<file path="config.mk">
export PLATFORM = sky130hd
export DESIGN_NAME = fsw_status_ctrl
export DESIGN_NICKNAME = d
export VERILOG_FILES = /design/src/logic/fsw_status_ctrl.v
export VERILOG_INCLUDE_DIRS = /design/src /design/src/logic
export SDC_FILE = /design/constraint.sdc
export NUM_CORES = 1
export LEC_CHECK = 0
export ABC_AREA = 0
export BUFFER_PORTS_ARGS = -buffer_cell sky130_fd_sc_hd__clkbuf_2
export CELL_PAD_IN_SITES_DETAIL_PLACEMENT = 2
export CELL_PAD_IN_SITES_GLOBAL_PLACEMENT = 2
export CORE_UTILIZATION = 36
export DETAILED_ROUTE_END_ITERATION = 8
export HOLD_SLACK_MARGIN = 0.15
export PLACE_DENSITY_LB_ADDON = 0.1
export REMOVE_ABC_BUFFERS = 1
export SLEW_MARGIN = 20
export SYNTH_ARGS = -nofsm -noshare
export SYNTH_HDL_FRONTEND = slang
export SYNTH_SLANG_ARGS = --single-unit
</file>
<file path="constraint.sdc">
create_clock -name i_clk -period 4.1 [get_ports i_clk]
set_clock_uncertainty 0.15 [all_clocks]
set_input_delay 0.82 -clock i_clk [delete_from_list [all_inputs] [get_ports i_clk]]
set_output_delay 0.82 -clock i_clk [all_outputs]
set_load 0.01 [all_outputs]
</file>
<file path="src/logic/fsw_status_regs.vh">
`ifndef FSW_STATUS_REGS_VH
`define FSW_STATUS_REGS_VH

// ****************************************************************
// Command codes seen on the serial link.
// ****************************************************************
`define FSW_CMD_WRITE_EN      8'h06
`define FSW_CMD_WRITE_DIS     8'h04
`define FSW_CMD_VOL_WRITE_EN  8'h50
`define FSW_CMD_STAT_WR_LOW   8'h01
`define FSW_CMD_STAT_WR_MID   8'h31
`define FSW_CMD_STAT_WR_HIGH  8'h11
`define FSW_CMD_STAT_RD_LOW   8'h05
`define FSW_CMD_STAT_RD_MID   8'h35
`define FSW_CMD_STAT_RD_HIGH  8'h15
`define FSW_CMD_PAGE_PROG     8'h02
`define FSW_CMD_QUAD_PROG     8'h32
`define FSW_CMD_SECT_ERASE    8'h20
`define FSW_CMD_HALF_ERASE    8'h52
`define FSW_CMD_FULL_ERASE    8'hd8
`define FSW_CMD_ARRAY_ERASE_A 8'hc7
`define FSW_CMD_ARRAY_ERASE_B 8'h60
`define FSW_CMD_INFO_ERASE    8'h44
`define FSW_CMD_INFO_PROG     8'h42
`define FSW_CMD_POINTER_WR    8'hc0
`define FSW_CMD_SUSPEND       8'h75
`define FSW_CMD_RESUME        8'h7a
`define FSW_CMD_SOFT_RESET    8'h99

// ****************************************************************
// Status word bit positions (low, mid and high bytes).
// ****************************************************************
`define FSW_BIT_BUSY     0
`define FSW_BIT_WEL      1
`define FSW_BP_LO        2
`define FSW_BP_HI        6
`define FSW_BIT_SRP_LO   7
`define FSW_BIT_SRP_HI   8
`define FSW_BIT_QUAD     9
`define FSW_BIT_PROGRAM_SUSPENDED_FLAG     10
`define FSW_LOCK_LO      11
`define FSW_LOCK_HI      13
`define FSW_BIT_CMP      14
`define FSW_BIT_ERASE_SUSPENDED_FLAG     15
`define FSW_BIT_PROTECTION_ERROR_FLAG 18
`define FSW_BIT_FAIL     19
`define FSW_DRV_LO       21
`define FSW_DRV_HI       22
`define FSW_BIT_PINSEL   23

// ****************************************************************
// Masks, reset value and protection spans.
// ****************************************************************
`define FSW_CFG_MASK    24'he07bfc
`define FSW_LOCK_MASK   24'h003800
`define FSW_BYTE_MASK   24'h0000ff
`define FSW_CFG_RESET   24'h400000
`define FSW_SPAN_BIG    24'h020000
`define FSW_SPAN_SMALL  24'h001000
`define FSW_SPAN_HALF   24'h008000
`define FSW_ARRAY_TOP   24'h800000

`endif

</file>
<file path="src/logic/fsw_status_ctrl.v">
// How it works
// RULE1 - Latch is set only by enable command 06h, never by written data.
// RULE2 - Status read 05h returns volatile copy.
// RULE3 - Busy reads 1 during internal operations.
// RULE4 - While busy, only read/reset/suspend accepted.
// RULE5 - Busy clears on completion, pass or fail.
// RULE6 - Enable command 06h sets latch; gates writes.
// RULE7 - Program and erase need prior write enable.
// RULE8 - Non-volatile and info writes need enable.
// RULE9 - Volatile write uses 50h, latch untouched.
// RULE10 - Disable or operation completion clears latch.
// RULE11 - Pointer write C0h needs no enable.
// RULE12 - Protect bits have volatile and non-volatile cells.
// RULE13 - Writes to protected region are inhibited.
// RULE14 - Whole erase needs all protect bits zero.
// RULE15 - Quad enable turns control pins into data.
// RULE16 - Program suspended flag follows suspend/resume.
// RULE17 - Erase suspended flag follows suspend/resume.
// RULE18 - Info lock bits are one-time settable.
// RULE19 - Complement bit 14 inverts protected region.
// RULE20 - Protection error set on violation, reset clears.
// RULE21 - Failure flag set when operation fails.
// RULE22 - Drive field selects read output strength.
// RULE23 - Pin select bit chooses hold or reset.
// RULE24 - Low status byte layout, defaults zero.
// RULE25 - Register protect bits lock status writes.
// RULE26 - Unenabled status write changes nothing.
`timescale 1ns/10ps
`include "fsw_status_regs.vh"

module fsw_status_ctrl #(
    parameter PROG_CYC = 16,
    parameter ERASE_CYC = 64,
    parameter REG_CYC = 8,
    parameter CNT_W = 16
) (
    // Clock and reset.
    input wire i_clk,
    input wire i_rst,
    // Serial link pins, all asynchronous to i_clk.
    input wire i_sck,
    input wire i_cs_n,
    input wire i_si,
    input wire i_wp_n,
    input wire i_hold_rst_n,
    // Result from the array engine on the same clock.
    input wire i_op_fail,
    // Serial data out.
    output wire o_so,
    output wire o_so_oe,
    // Configuration and state seen by the pad ring and array.
    output wire o_busy,
    output wire [1:0] o_drive_strength,
    output wire o_quad_mode,
    output wire o_hold_active,
    output wire [7:0] o_pointer_setting
);

    localparam [1:0] ST_IDLE = 2'b00;
    localparam [1:0] ST_RUN = 2'b01;
    localparam [1:0] ST_SUSP = 2'b10;
    localparam [1:0] KIND_PROG = 2'b00;
    localparam [1:0] KIND_ERASE = 2'b01;
    localparam [1:0] KIND_REG = 2'b10;
    // Timer loads, cut to the counter width on purpose; a count above the width wraps.
    localparam [CNT_W-1:0] PROG_LOAD = PROG_CYC - 1;
    localparam [CNT_W-1:0] ERASE_LOAD = ERASE_CYC - 1;
    localparam [CNT_W-1:0] REG_LOAD = REG_CYC - 1;

    // ****************************************************************
    // Decoding helpers.
    // ****************************************************************

    // Protected-region decode from protect field and complement bit.
    function prot_hit;
        input [4:0] bp;
        input cmp;
        input [23:0] addr;
        reg [23:0] span;
        reg hit;
        begin
            span = `FSW_SPAN_SMALL;
            hit = 1'b0;
            if (bp[2:0] == 3'h7) begin
                hit = 1'b1;
            end else if (bp[2:0] != 3'h0) begin
                if (!bp[4]) begin
                    span = `FSW_SPAN_BIG << (bp[2:0] - 3'h1);
                end else if (bp[2]) begin
                    span = `FSW_SPAN_HALF;
                end else begin
                    span = `FSW_SPAN_SMALL << (bp[1:0] - 2'h1);
                end
                if (bp[3]) begin
                    hit = {1'b0, addr[22:0]} < span;
                end else begin
                    hit = {1'b0, addr[22:0]} >= (`FSW_ARRAY_TOP - span);
                end
            end
            prot_hit = hit ^ cmp; // see RULE13 see RULE19
        end
    endfunction

    // Merge one written byte into a configuration image.
    function [23:0] merge_byte;
        input [23:0] old;
        input [7:0] data;
        input [1:0] idx;
        input otp;
        reg [23:0] bm;
        reg [23:0] nw;
        begin
            bm = (`FSW_BYTE_MASK << {idx, 3'b000}) & `FSW_CFG_MASK;
            nw = (old & ~bm) | ({data, data, data} & bm);
            if (otp) begin
                merge_byte = nw | (old & `FSW_LOCK_MASK); // see RULE18
            end else begin
                merge_byte = (nw & ~`FSW_LOCK_MASK) | (old & `FSW_LOCK_MASK);
            end
        end
    endfunction

    // Commands that a busy device still takes.
    function quiet_cmd;
        input [7:0] op;
        begin
            quiet_cmd = (op == `FSW_CMD_STAT_RD_LOW) || (op == `FSW_CMD_STAT_RD_MID) ||
                (op == `FSW_CMD_STAT_RD_HIGH) || (op == `FSW_CMD_SOFT_RESET) ||
                (op == `FSW_CMD_SUSPEND);
        end
    endfunction

    // ****************************************************************
    // Pin synchronisers and edge detection.
    // ****************************************************************

    reg [4:0] meta_ff;
    reg [4:0] sync_ff;
    reg sck_q_ff;
    reg cs_q_ff;

    // Two stages; only the second stage feeds any logic.
    always @(posedge i_clk) begin
        if (i_rst) begin
            meta_ff <= 5'h1e;
            sync_ff <= 5'h1e;
            sck_q_ff <= 1'b0;
            cs_q_ff <= 1'b1;
        end else begin
            meta_ff <= {i_hold_rst_n, i_wp_n, i_si, i_cs_n, i_sck};
            sync_ff <= meta_ff;
            sck_q_ff <= sync_ff[0];
            cs_q_ff <= sync_ff[1];
        end
    end

    reg [23:0] vcfg_ff;
    reg [23:0] nv_ff;
    wire quad_on = vcfg_ff[`FSW_BIT_QUAD];
    wire pin_low = !sync_ff[4];
    // Pin roles follow quad enable and pin select.
    wire hold_now = !quad_on && !vcfg_ff[`FSW_BIT_PINSEL] && pin_low; // see RULE15 see RULE23
    wire hw_rst = !quad_on && vcfg_ff[`FSW_BIT_PINSEL] && pin_low; // see RULE23
    // Write protect pin only counts while it is not a data line.
    wire wp_low = !quad_on && !sync_ff[3]; // see RULE15
    wire sck_rise = sync_ff[0] && !sck_q_ff && !hold_now;
    wire sck_fall = !sync_ff[0] && sck_q_ff && !hold_now;
    wire cs_low = !sync_ff[1];
    wire cs_rise = sync_ff[1] && !cs_q_ff;

    // ****************************************************************
    // Frame shifter.
    // ****************************************************************

    reg [2:0] bit_cnt_ff;
    reg [2:0] byte_cnt_ff;
    reg [7:0] shift_ff;
    reg [7:0] opc_ff;
    reg [7:0] dat_ff;
    reg [23:0] addr_ff;
    wire [7:0] byte_in = {shift_ff[6:0], sync_ff[2]};

    // Bytes are counted to seven and then held, which is enough for decode.
    always @(posedge i_clk) begin
        if (i_rst || !cs_low) begin
            bit_cnt_ff <= 3'h0;
            byte_cnt_ff <= 3'h0;
            shift_ff <= 8'h00;
            if (i_rst) begin
                opc_ff <= 8'h00;
                dat_ff <= 8'h00;
                addr_ff <= 24'h000000;
            end
        end else if (sck_rise) begin
            shift_ff <= byte_in;
            bit_cnt_ff <= bit_cnt_ff + 3'h1;
            if (bit_cnt_ff == 3'h7) begin
                if (byte_cnt_ff != 3'h7) begin
                    byte_cnt_ff <= byte_cnt_ff + 3'h1;
                end
                if (byte_cnt_ff == 3'h0) begin
                    opc_ff <= byte_in;
                end
                if (byte_cnt_ff == 3'h1) begin
                    dat_ff <= byte_in;
                end
                if (byte_cnt_ff != 3'h0 && byte_cnt_ff < 3'h4) begin
                    addr_ff <= {addr_ff[15:0], byte_in};
                end
            end
        end
    end

    // ****************************************************************
    // Status assembly and read-back.
    // ****************************************************************

    reg [1:0] op_state_ff;
    reg [1:0] op_kind_ff;
    reg wel_ff;
    reg vwen_ff;
    reg perr_ff;
    reg fail_ff;
    reg [23:0] status_word;
    reg [7:0] rd_byte;
    reg rd_op;

    // The read path shows the volatile copy, never the stored image.
    always @* begin
        status_word = vcfg_ff & `FSW_CFG_MASK; // see RULE2 see RULE24
        status_word[`FSW_BIT_BUSY] = op_state_ff == ST_RUN; // see RULE3
        status_word[`FSW_BIT_WEL] = wel_ff;
        status_word[`FSW_BIT_PROGRAM_SUSPENDED_FLAG] = op_state_ff == ST_SUSP && op_kind_ff == KIND_PROG; // see RULE16
        status_word[`FSW_BIT_ERASE_SUSPENDED_FLAG] = op_state_ff == ST_SUSP && op_kind_ff == KIND_ERASE; // see RULE17
        status_word[`FSW_BIT_PROTECTION_ERROR_FLAG] = perr_ff;
        status_word[`FSW_BIT_FAIL] = fail_ff;
        rd_op = 1'b1;
        if (opc_ff == `FSW_CMD_STAT_RD_LOW) begin
            rd_byte = status_word[7:0];
        end else if (opc_ff == `FSW_CMD_STAT_RD_MID) begin
            rd_byte = status_word[15:8];
        end else if (opc_ff == `FSW_CMD_STAT_RD_HIGH) begin
            rd_byte = status_word[23:16];
        end else begin
            rd_byte = 8'h00;
            rd_op = 1'b0;
        end
    end

    reg so_ff;
    reg so_oe_ff;
    wire reading = cs_low && byte_cnt_ff != 3'h0 && rd_op && !hold_now;

    // Data leaves on the falling edge; the byte repeats while the host clocks.
    always @(posedge i_clk) begin
        if (i_rst) begin
            so_ff <= 1'b0;
            so_oe_ff <= 1'b0;
        end else begin
            so_oe_ff <= reading;
            if (reading && sck_fall) begin
                so_ff <= rd_byte[~bit_cnt_ff];
            end
        end
    end

    // ****************************************************************
    // Command execution and the internal operation timer.
    // ****************************************************************

    reg [CNT_W-1:0] op_cnt_ff;
    reg [23:0] pend_ff;
    reg [7:0] ptr_ff;
    wire frame_ok = cs_rise && bit_cnt_ff == 3'h0 && byte_cnt_ff != 3'h0;
    wire busy = op_state_ff == ST_RUN;
    wire accept = frame_ok && (!busy || quiet_cmd(opc_ff)); // see RULE4
    wire [4:0] bp = vcfg_ff[`FSW_BP_HI:`FSW_BP_LO];
    wire [1:0] srp = {vcfg_ff[`FSW_BIT_SRP_HI], vcfg_ff[`FSW_BIT_SRP_LO]};
    // Register protection: 01 with pin low, or any upper setting, locks.
    wire sr_locked = srp[1] || (srp[0] && wp_low); // see RULE25
    wire hit = prot_hit(bp, vcfg_ff[`FSW_BIT_CMP], addr_ff);
    wire [1:0] info_idx = addr_ff[11:10];
    wire [2:0] locks = vcfg_ff[`FSW_LOCK_HI:`FSW_LOCK_LO];
    wire info_locked = info_idx == 2'h3 || locks[info_idx]; // see RULE18
    wire [1:0] wr_idx = opc_ff == `FSW_CMD_STAT_WR_LOW ? 2'h0 :
        opc_ff == `FSW_CMD_STAT_WR_MID ? 2'h1 : 2'h2;
    wire [23:0] nv_new = merge_byte(nv_ff, dat_ff, wr_idx, 1'b1);
    wire [23:0] vol_new = merge_byte(vcfg_ff, dat_ff, wr_idx, 1'b0);
    wire addr_cmd = byte_cnt_ff >= 3'h4 && op_state_ff == ST_IDLE;
    wire is_prog = opc_ff == `FSW_CMD_PAGE_PROG || opc_ff == `FSW_CMD_QUAD_PROG;
    wire is_erase = opc_ff == `FSW_CMD_SECT_ERASE || opc_ff == `FSW_CMD_HALF_ERASE ||
        opc_ff == `FSW_CMD_FULL_ERASE;
    wire is_wr = opc_ff == `FSW_CMD_STAT_WR_LOW || opc_ff == `FSW_CMD_STAT_WR_MID ||
        opc_ff == `FSW_CMD_STAT_WR_HIGH;
    wire is_info = opc_ff == `FSW_CMD_INFO_PROG || opc_ff == `FSW_CMD_INFO_ERASE;
    wire is_chip = opc_ff == `FSW_CMD_ARRAY_ERASE_A || opc_ff == `FSW_CMD_ARRAY_ERASE_B;

    // Clears come before sets so that an event in the same cycle is kept.
    always @(posedge i_clk) begin
        if (i_rst) begin
            nv_ff <= `FSW_CFG_RESET; // see RULE12
            vcfg_ff <= `FSW_CFG_RESET;
            pend_ff <= `FSW_CFG_RESET;
            op_state_ff <= ST_IDLE;
            op_kind_ff <= KIND_PROG;
            op_cnt_ff <= {CNT_W{1'b0}};
            wel_ff <= 1'b0;
            vwen_ff <= 1'b0;
            perr_ff <= 1'b0;
            fail_ff <= 1'b0;
            ptr_ff <= 8'h00;
        end else if (hw_rst) begin
            // Reset pin aborts work and reloads the volatile copy.
            vcfg_ff <= nv_ff;
            op_state_ff <= ST_IDLE;
            wel_ff <= 1'b0;
            vwen_ff <= 1'b0;
            perr_ff <= 1'b0; // see RULE20
            fail_ff <= 1'b0;
        end else begin
            if (busy) begin
                if (op_cnt_ff == {CNT_W{1'b0}}) begin
                    op_state_ff <= ST_IDLE; // see RULE5
                    wel_ff <= 1'b0; // see RULE10
                    if (op_kind_ff == KIND_REG) begin
                        nv_ff <= pend_ff;
                        vcfg_ff <= pend_ff;
                    end
                    if (i_op_fail) begin
                        fail_ff <= 1'b1; // see RULE21
                    end
                end else begin
                    op_cnt_ff <= op_cnt_ff - {{(CNT_W-1){1'b0}}, 1'b1};
                end
            end
            if (accept) begin
                // A volatile-write enable lasts for exactly the next command.
                vwen_ff <= opc_ff == `FSW_CMD_VOL_WRITE_EN; // see RULE9
                if (opc_ff == `FSW_CMD_WRITE_EN) begin
                    wel_ff <= 1'b1; // see RULE1 see RULE6
                end else if (opc_ff == `FSW_CMD_WRITE_DIS) begin
                    wel_ff <= 1'b0; // see RULE10
                end else if (opc_ff == `FSW_CMD_SOFT_RESET) begin
                    vcfg_ff <= nv_ff;
                    op_state_ff <= ST_IDLE;
                    wel_ff <= 1'b0;
                    vwen_ff <= 1'b0;
                    perr_ff <= 1'b0; // see RULE20
                    // A failure reported in this same cycle still sets the flag.
                    fail_ff <= busy && op_cnt_ff == {CNT_W{1'b0}} && i_op_fail; // see RULE21
                end else if (opc_ff == `FSW_CMD_SUSPEND) begin
                    if (busy && op_kind_ff != KIND_REG && op_cnt_ff != {CNT_W{1'b0}}) begin
                        op_state_ff <= ST_SUSP; // see RULE16 see RULE17
                    end
                end else if (opc_ff == `FSW_CMD_RESUME) begin
                    if (op_state_ff == ST_SUSP) begin
                        op_state_ff <= ST_RUN;
                    end
                end else if (opc_ff == `FSW_CMD_POINTER_WR) begin
                    if (byte_cnt_ff >= 3'h2) begin
                        ptr_ff <= dat_ff; // see RULE11
                    end
                end else if (is_wr && byte_cnt_ff >= 3'h2 && !sr_locked) begin
                    // The latch bit itself is never taken from the data.
                    if (vwen_ff) begin
                        vcfg_ff <= vol_new; // see RULE9 see RULE1
                    end else if (wel_ff) begin
                        if (nv_new == nv_ff) begin
                            // Identical data is not rewritten into the cells.
                            vcfg_ff <= nv_new;
                            wel_ff <= 1'b0;
                        end else begin
                            pend_ff <= nv_new; // see RULE8 see RULE12
                            op_kind_ff <= KIND_REG;
                            op_cnt_ff <= REG_LOAD;
                            op_state_ff <= ST_RUN; // see RULE3
                        end
                    end
                    // No latch and no pending enable: nothing moves.   see RULE26
                end else if ((is_prog || is_erase) && addr_cmd && wel_ff) begin // see RULE7
                    if (hit) begin
                        perr_ff <= 1'b1; // see RULE13 see RULE20
                    end else begin
                        op_kind_ff <= is_prog ? KIND_PROG : KIND_ERASE;
                        op_cnt_ff <= is_prog ? PROG_LOAD : ERASE_LOAD;
                        op_state_ff <= ST_RUN;
                    end
                end else if (is_info && addr_cmd && wel_ff) begin // see RULE8
                    if (info_locked) begin
                        perr_ff <= 1'b1;
                    end else begin
                        op_kind_ff <= opc_ff == `FSW_CMD_INFO_PROG ? KIND_PROG : KIND_ERASE;
                        op_cnt_ff <= opc_ff == `FSW_CMD_INFO_PROG ? PROG_LOAD : ERASE_LOAD;
                        op_state_ff <= ST_RUN;
                    end
                end else if (is_chip && wel_ff && op_state_ff == ST_IDLE) begin // see RULE7
                    if (bp == 5'h00) begin // see RULE14
                        op_kind_ff <= KIND_ERASE;
                        op_cnt_ff <= ERASE_LOAD;
                        op_state_ff <= ST_RUN;
                    end
                end
            end
        end
    end

    // ****************************************************************
    // Outputs, all taken from flip-flops.
    // ****************************************************************

    assign o_so = so_ff;
    assign o_so_oe = so_oe_ff;
    assign o_busy = op_state_ff[0];
    assign o_drive_strength = vcfg_ff[`FSW_DRV_HI:`FSW_DRV_LO]; // see RULE22
    assign o_quad_mode = vcfg_ff[`FSW_BIT_QUAD]; // see RULE15
    assign o_pointer_setting = ptr_ff;

    reg hold_ff;

    // Registered hold indication for the pad logic.
    always @(posedge i_clk) begin
        if (i_rst) begin
            hold_ff <= 1'b0;
        end else begin
            hold_ff <= hold_now;
        end
    end

    assign o_hold_active = hold_ff;

endmodule // fsw_status_ctrl

</file>
==> results of run 1 <==
==> critical path, delay by kind of cell (launching register included) <==
kind                     cells  cell delay, ps
AND/OR/NAND/NOR              7             660
adder cells (fa/ha/maj)      2             530
AO/OA/AOI/OAI                9            1560
buffers and inverters        3             530
flip-flops                   1             320
==> flip-flops by register name, summed over array words and instances, names as in the netlist, 2 cells and up, named ones only <==
signal / flops
op_cnt_ff: 16
shift_ff: 7
byte_cnt_ff: 3
meta_ff: 5
addr_ff: 23
sync_ff: 5
op_state_ff: 2
dat_ff: 8
vcfg_ff: 3
opc_ff: 8
o_pointer_setting: 8
pend_ff: 15
op_kind_ff: 2
bit_cnt_ff: 3
nv_ff: 15
==> metrics by stage <==
stage                     hold slack, ps  power (uW)  utilization (%)
after floorplan                      239        1700                -
after global placement               242        1830             40.3
after detailed placement             251        1850             40.3
after CTS                            269        3520             43.1
after global routing                 274        3610             43.5
final                                267        3510             43.5
==> cells by family after synthesis <==
logic type | synth area share (%)
AND/OR/NAND/NOR | 25.5
AO/OA/AOI/OAI | 20.1
XOR/XNOR | 2.25
buffers and inverters | 4.58
multiplexers | 4.76
flip-flops | 38.2
adder cells (fa/ha/maj) | 4.67
==> power by group <==
group | switching (uW) | internal, uW
clock network | 833 | 845
registers | 39.8 | 1480
logic | 180 | 125
==> timing repair <==
item                       in CTS  in global routing
buffers inserted                0                  2
pin swaps                       1                  5
resized for setup               3                 18
hold buffers                    0                  0
setup endpoints to repair      11                 19
==> layout make-up <==
class                      count  share of cell area, %
tap                          319                   3.92
clock buffer                  17                   4.18
clock inverter                15                   2.03
sequential                   144                   32.2
multi-input combinational    760                   49.1
timing repair buffer         106                   7.40
inverter                      31                   1.14
==> placed cells by master, fill, tap and decap left out, drive strengths merged, types with 14 or more instances in the layout <==
master / instances
nor2: 108
dfxtp: 105
nand2: 97
buf: 85
a21oi: 62
o21ai: 45
edfxtp: 39
and2: 39
inv: 39
clkbuf: 38
mux2i: 34
ha: 32
nor3: 31
nand3: 22
a221oi: 20
a211oi: 18
nand2b: 17
nor4: 14
or2: 14
==> layer usage <==
metal / vias up / track usage, %
met3: 56 / 3.82
met5: - / 0
met4: 2 / 8.54
met1: 4192 / 36.7
met2: 178 / 49.3
li1: 3774 / -
==> worst paths after layout <==
check / from / end / slack, ps
min reg2reg: meta_ff[4] / sync_ff[4] / 270
max: register / op_cnt_ff[8] / 220
max reg2reg: register / op_cnt_ff[8] / 220
min: meta_ff[4] / sync_ff[4] / 270
==> impl_metrics.yaml, run 1 <==
floorplanning:
  start_util_pct: 36.6
  die_x_um: 156
  die_h_um: 156
  dieArea_um2: 24400
  core_area_um2: 23400
  num_rows: 56
  io_pins: 23
route:
  dr.max_layer_used: "met5"
  dr_wl_met3_um: 1110
  drc: 0
  met1_length_um: 15600
  dr_total_vias: 8202
  first_pass_iters: 6
  postRouteAntennaNets: 0
  drt_iter0_drc: 500
  route.met2.wl_um: 16500
  wl_per_cell_um: 24.3
  viasPerCell: 5.89
  totalWireLength_um: 33900
timing:
  fin_tns_setup_ps: 0
  slew_headroom_pct: 46.0
  fin_crit_ps: 3880
  post-route-period-util_pct: 94.6
  worstMarginPinSlew_ps: 799
  hold_viol: 0
  finalSetupViolations: 0
  slew_viol_final: 0
  layout_setup_ws_ps: 221
  max_freq_mhz: 258
critical_path:
  crit_chain: "buf_4, nor2b_2, nand2_1, ha_2, nand3_2, a21oi_2, and2_4, nor3_1, a21oi_1, o21ai_1, ha_2, nor3_1, a211oi_1, o211ai_1, o21a_1, o41ai_2, buf_4, o21ai_2, buf_4, a31oi_2, nor2_1"
  path_max_fanout: 6
  max_stage_delay_ps: 320
  end_kind: "register"
  worst_path_max_delay_cell: "dfxtp_1"
  worstSetupStartpointType: "register"
  critPathRequiredTime_ps: 4250
  worstSetupPathType: "reg2reg"
  critPathMostFrequentCell: "buf_4"
  reg2regPathDepth: 21
  cp.arrival_ps: 4030
finish:
  area_delta_synth_final_pct: 18.6
  instances_no_fill: 1392
  stdcell_area_um2: 10200
  fillers: 2644
  drive_gt1_share_pct: 18.8
  diodes: 0
  regArea_um2: 3270
  final_nets: 1100
  multiInputGateArea_um2: 5000
global_route:
  grt_pass1_vias: 8649
  grt_pass1_wl_um: 52200
  antenna_found_initial: 1
  grtUsageTotal_pct: 28.5
  grt_max_degree: 61
  grt.overflow.total: 0
clock_tree:
  path_clk_slew_ps: 80
  clock_sinks: 144
  root_buffer: "clkbuf_16"
  cts_buffers: 17
  clockBufferDepth: 2
  insertion_delay_ps: 450
  h-tree-depth: 4
  cts_tree: "built"
status:
  status: "finished clean"
place:
  dp.final_hpwl_um: 25000
  place_inst: 1357
  dpl_cell_area_um2: 9440
  routabilityCongestion: 0.857
  portBuffers: 22
  pre_cts_ws_ps: -109
power_and_ir_drop:
  peakVddDrop_v: 0.000198
  power_density_nw_per_um2: 345
  p_leak_uw: 0.00379
logic_synthesis:
  synthArstFlopShare_pct: 0
  ys_seq_area_share_pct: 38.2
  synth_flop_cell: "dfxtp_1"
  synth_warnings: 0
  synth.distinct_cells: 81
  ys_ff_latch: 144
  synthTopCellsByCount: "nor2_1 (107), dfxtp_1 (105), nand2_1 (96), a21oi_1 (62), edfxtp_1 (39)"
  synth_top_area_cell: "dfxtp_1"
  yosys-top-cells-area: "dfxtp_1 (25%), edfxtp_1 (14%), nor2_1 (4.7%)"
  syn_area_um2: 8570
  yosysTopAreaCellShare_pct: 24.5
  avgSynthCellArea_um2: 8.61
  yosysMostFrequentCell: "nor2_1"
  synth_edf_count: 39
  synth_cells: 996
min_path:
  hold_path_depth: 1
  hp-class: "reg2reg"
job:
  max_cap_viol_count: 0
No activity file was read; power rests on OpenSTA's default activity.
==> inputs of run 2 (changes only) <==
--- a/config.mk
+++ b/config.mk
@@ -8,9 +8,9 @@
 export LEC_CHECK = 0
 export ABC_AREA = 0
 export BUFFER_PORTS_ARGS = -buffer_cell sky130_fd_sc_hd__clkbuf_2
-export CELL_PAD_IN_SITES_DETAIL_PLACEMENT = 2
-export CELL_PAD_IN_SITES_GLOBAL_PLACEMENT = 2
-export CORE_UTILIZATION = 36
+export CELL_PAD_IN_SITES_DETAIL_PLACEMENT = 1
+export CELL_PAD_IN_SITES_GLOBAL_PLACEMENT = 1
+export CORE_UTILIZATION = 44
 export DETAILED_ROUTE_END_ITERATION = 8
 export HOLD_SLACK_MARGIN = 0.15
 export PLACE_DENSITY_LB_ADDON = 0.1
==> run 2 against run 1 <==
  * Sequential share of layout area grew 0.51 points
  * Flip-flop and latch count is the same
  * Critical path depth shrank 2
  * Final cell count shrank 5.0%
  * Sequential power is essentially flat
  * Combinational power shrank 4%
  * Wire length shrank 14%
  * Largest cell class unchanged
  * Largest power group unchanged
  * Highest routed layer is now met4
==> impl_metrics.yaml, run 2 (synthesis results as in run 1) <==
status:
  status: "finished clean"
clock_tree:
  insertion_delay_ps: 450
  path_clk_slew_ps: 80
  h-tree-depth: 4
  root_buffer: "clkbuf_16"
  clockBufferDepth: 2
  cts_tree: "built"
  clock_sinks: 144
  cts_buffers: 17
place:
  routabilityCongestion: 0.942
  place_inst: 1289
  portBuffers: 22
  dp.final_hpwl_um: 21300
power_and_ir_drop:
  pwr-share-clk_pct: 46.9
  p_seq_share_pct: 44.5
  peakVddDrop_v: 0.000304
  p_sw_share_pct: 28.7
  p_switching_uw: 982
  power_uw: 3420
  power_density_nw_per_um2: 342
  combPwrFrac_pct: 8.6
  p_leak_uw: 0.00373
  p_int_uw: 2440
critical_path:
  cp.arrival_ps: 4090
  critPathRequiredTime_ps: 4310
  worstSetupPathType: "reg2reg"
  timing.rr.end: "op_cnt_ff[4]"
  path_max_fanout: 6
  crit_chain: "buf_4, nor2b_2, nand2_1, ha_1, nand3_2, a21oi_2, and2_4, nor3_2, a21oi_1, o21ai_1, ha_2, nor3_1, a211oi_1, o211ai_1, o21a_1, or4_4, nor2_1, o21bai_1, a311oi_1"
  r2r_setup_slack_ps: 220
  max_stage_delay_ps: 570
  end_kind: "register"
  reg2regPathDepth: 19
  worst_path_max_delay_cell: "or4_4"
  worstSetupStartpointType: "register"
global_route:
  grt_pass1_wl_um: 46400
  grt_pass1_vias: 8119
  grt_max_degree: 52
  antenna_found_initial: 0
  grtUsageTotal_pct: 30.3
  grt.overflow.total: 0
finish:
  instances_no_fill: 1322
  diodes: 0
  area_delta_synth_final_pct: 16.7
  top_register: "addr_ff"
  drive_gt1_share_pct: 17.8
  reg.largest.list: "addr_ff (23), op_cnt_ff (16)"
  largest_reg_flops: 23
  fillers: 2249
  multiInputGateArea_um2: 4990
  regArea_um2: 3270
  final_nets: 1089
  final_cell_mix: "nor2_1 (105), dfxtp_1 (105), nand2_1 (95), buf_4 (72), a21oi_1 (61)"
timing:
  slew_viol_final: 0
  post-route-period-util_pct: 94.5
  worstMarginPinSlew_ps: 1090
  finalSetupViolations: 0
  fin_crit_ps: 3880
  max_freq_mhz: 258
  slew_headroom_pct: 27.2
  hold_viol: 0
route:
  drc: 0
  wl_per_cell_um: 22.0
  drt_iter0_drc: 676
  dr_total_vias: 8049
  first_pass_iters: 6
  viasPerCell: 6.09
  totalWireLength_um: 29100
  postRouteAntennaNets: 0
floorplanning:
  num_rows: 50
  die_h_um: 142
  io_pins: 23
  start_util_pct: 45.4
  dieArea_um2: 20000
  die_x_um: 142
  core_area_um2: 18900
min_path:
  whs_endpoint: "sync_ff[1]"
  min_from: "meta_ff[1]"
  hold_path_depth: 1
  hp-class: "reg2reg"
job:
  max_cap_viol_count: 0
run 2: how the worst max path moves through the flow:
stage | start | end | slack [ps] | depth (start not counted)
after floorplan | register | op_cnt_ff[11] | 70 | 17
after global placement | register | op_cnt_ff[7] | 50 | 20
after detailed placement | register | op_cnt_ff[15] | -70 | 20
after CTS | register | op_cnt_ff[10] | 2 | 20
after global routing | register | op_kind_ff[0] | -30 | 21
final | register | op_cnt_ff[4] | 220 | 19
run 2: what timing repair did:
action                                  CTS  global route
hold buffers                              0             0
gates resized for setup                   3            18
endpoints found under the setup margin   10            19
pin swaps                                 0             7
buffers inserted                          0             1
run 2: worst max-delay path, delay by kind of cell (launching register included):
| kind | cells | cell delay, ps |
|---|---|---|
| flops | 1 | 310 |
| buf+inv | 1 | 150 |
| fa+ha+maj | 2 | 520 |
| simple gates | 8 | 1330 |
| compound gates | 8 | 1330 |
run 2: routing by layer:
layer	vias to the layer above	GRT usage [%]	part of all wire, %
li1	3764	-	-
met3	60	5.47	5.0
met4	0	10.9	2.6
met1	3964	40.1	46
met2	261	49.3	47
met5	-	0	0
run 2: cell type report:
class                      count  area share [%]
multi-input combinational    760            49.9
sequential                   144            32.7
timing repair buffer          95            6.70
clock buffer                  17            4.25
tap                          260            3.25
clock inverter                15            2.04
inverter                      31            1.16
run 2: through the flow:
stage          setup WS [ps]  area, um^2  setup TNS (ps)  hold slack [ps]  utilization [%]
3_3_place_gp            53.0        9300               0              241             49.2
2_1_floorplan           66.8        8300               0              239                -
6_report                 224       10000               0              259             53.0
5_1_grt                -28.9       10000           -94.1              276             53.0
4_1_cts                 2.47        9940               0              265             52.6
3_5_place_dp           -65.0        9300            -431              249             49.2
run 2: power groups by stage:
stage | Combinational, uW | Sequential (uW) | Clock (uW)
2_1_floorplan | 153 | 1540 | 0
3_3_place_gp | 270 | 1550 | 0
3_5_place_dp | 278 | 1550 | 0
4_1_cts | 282 | 1520 | 1640
5_1_grt | 323 | 1520 | 1700
6_report | 294 | 1520 | 1610
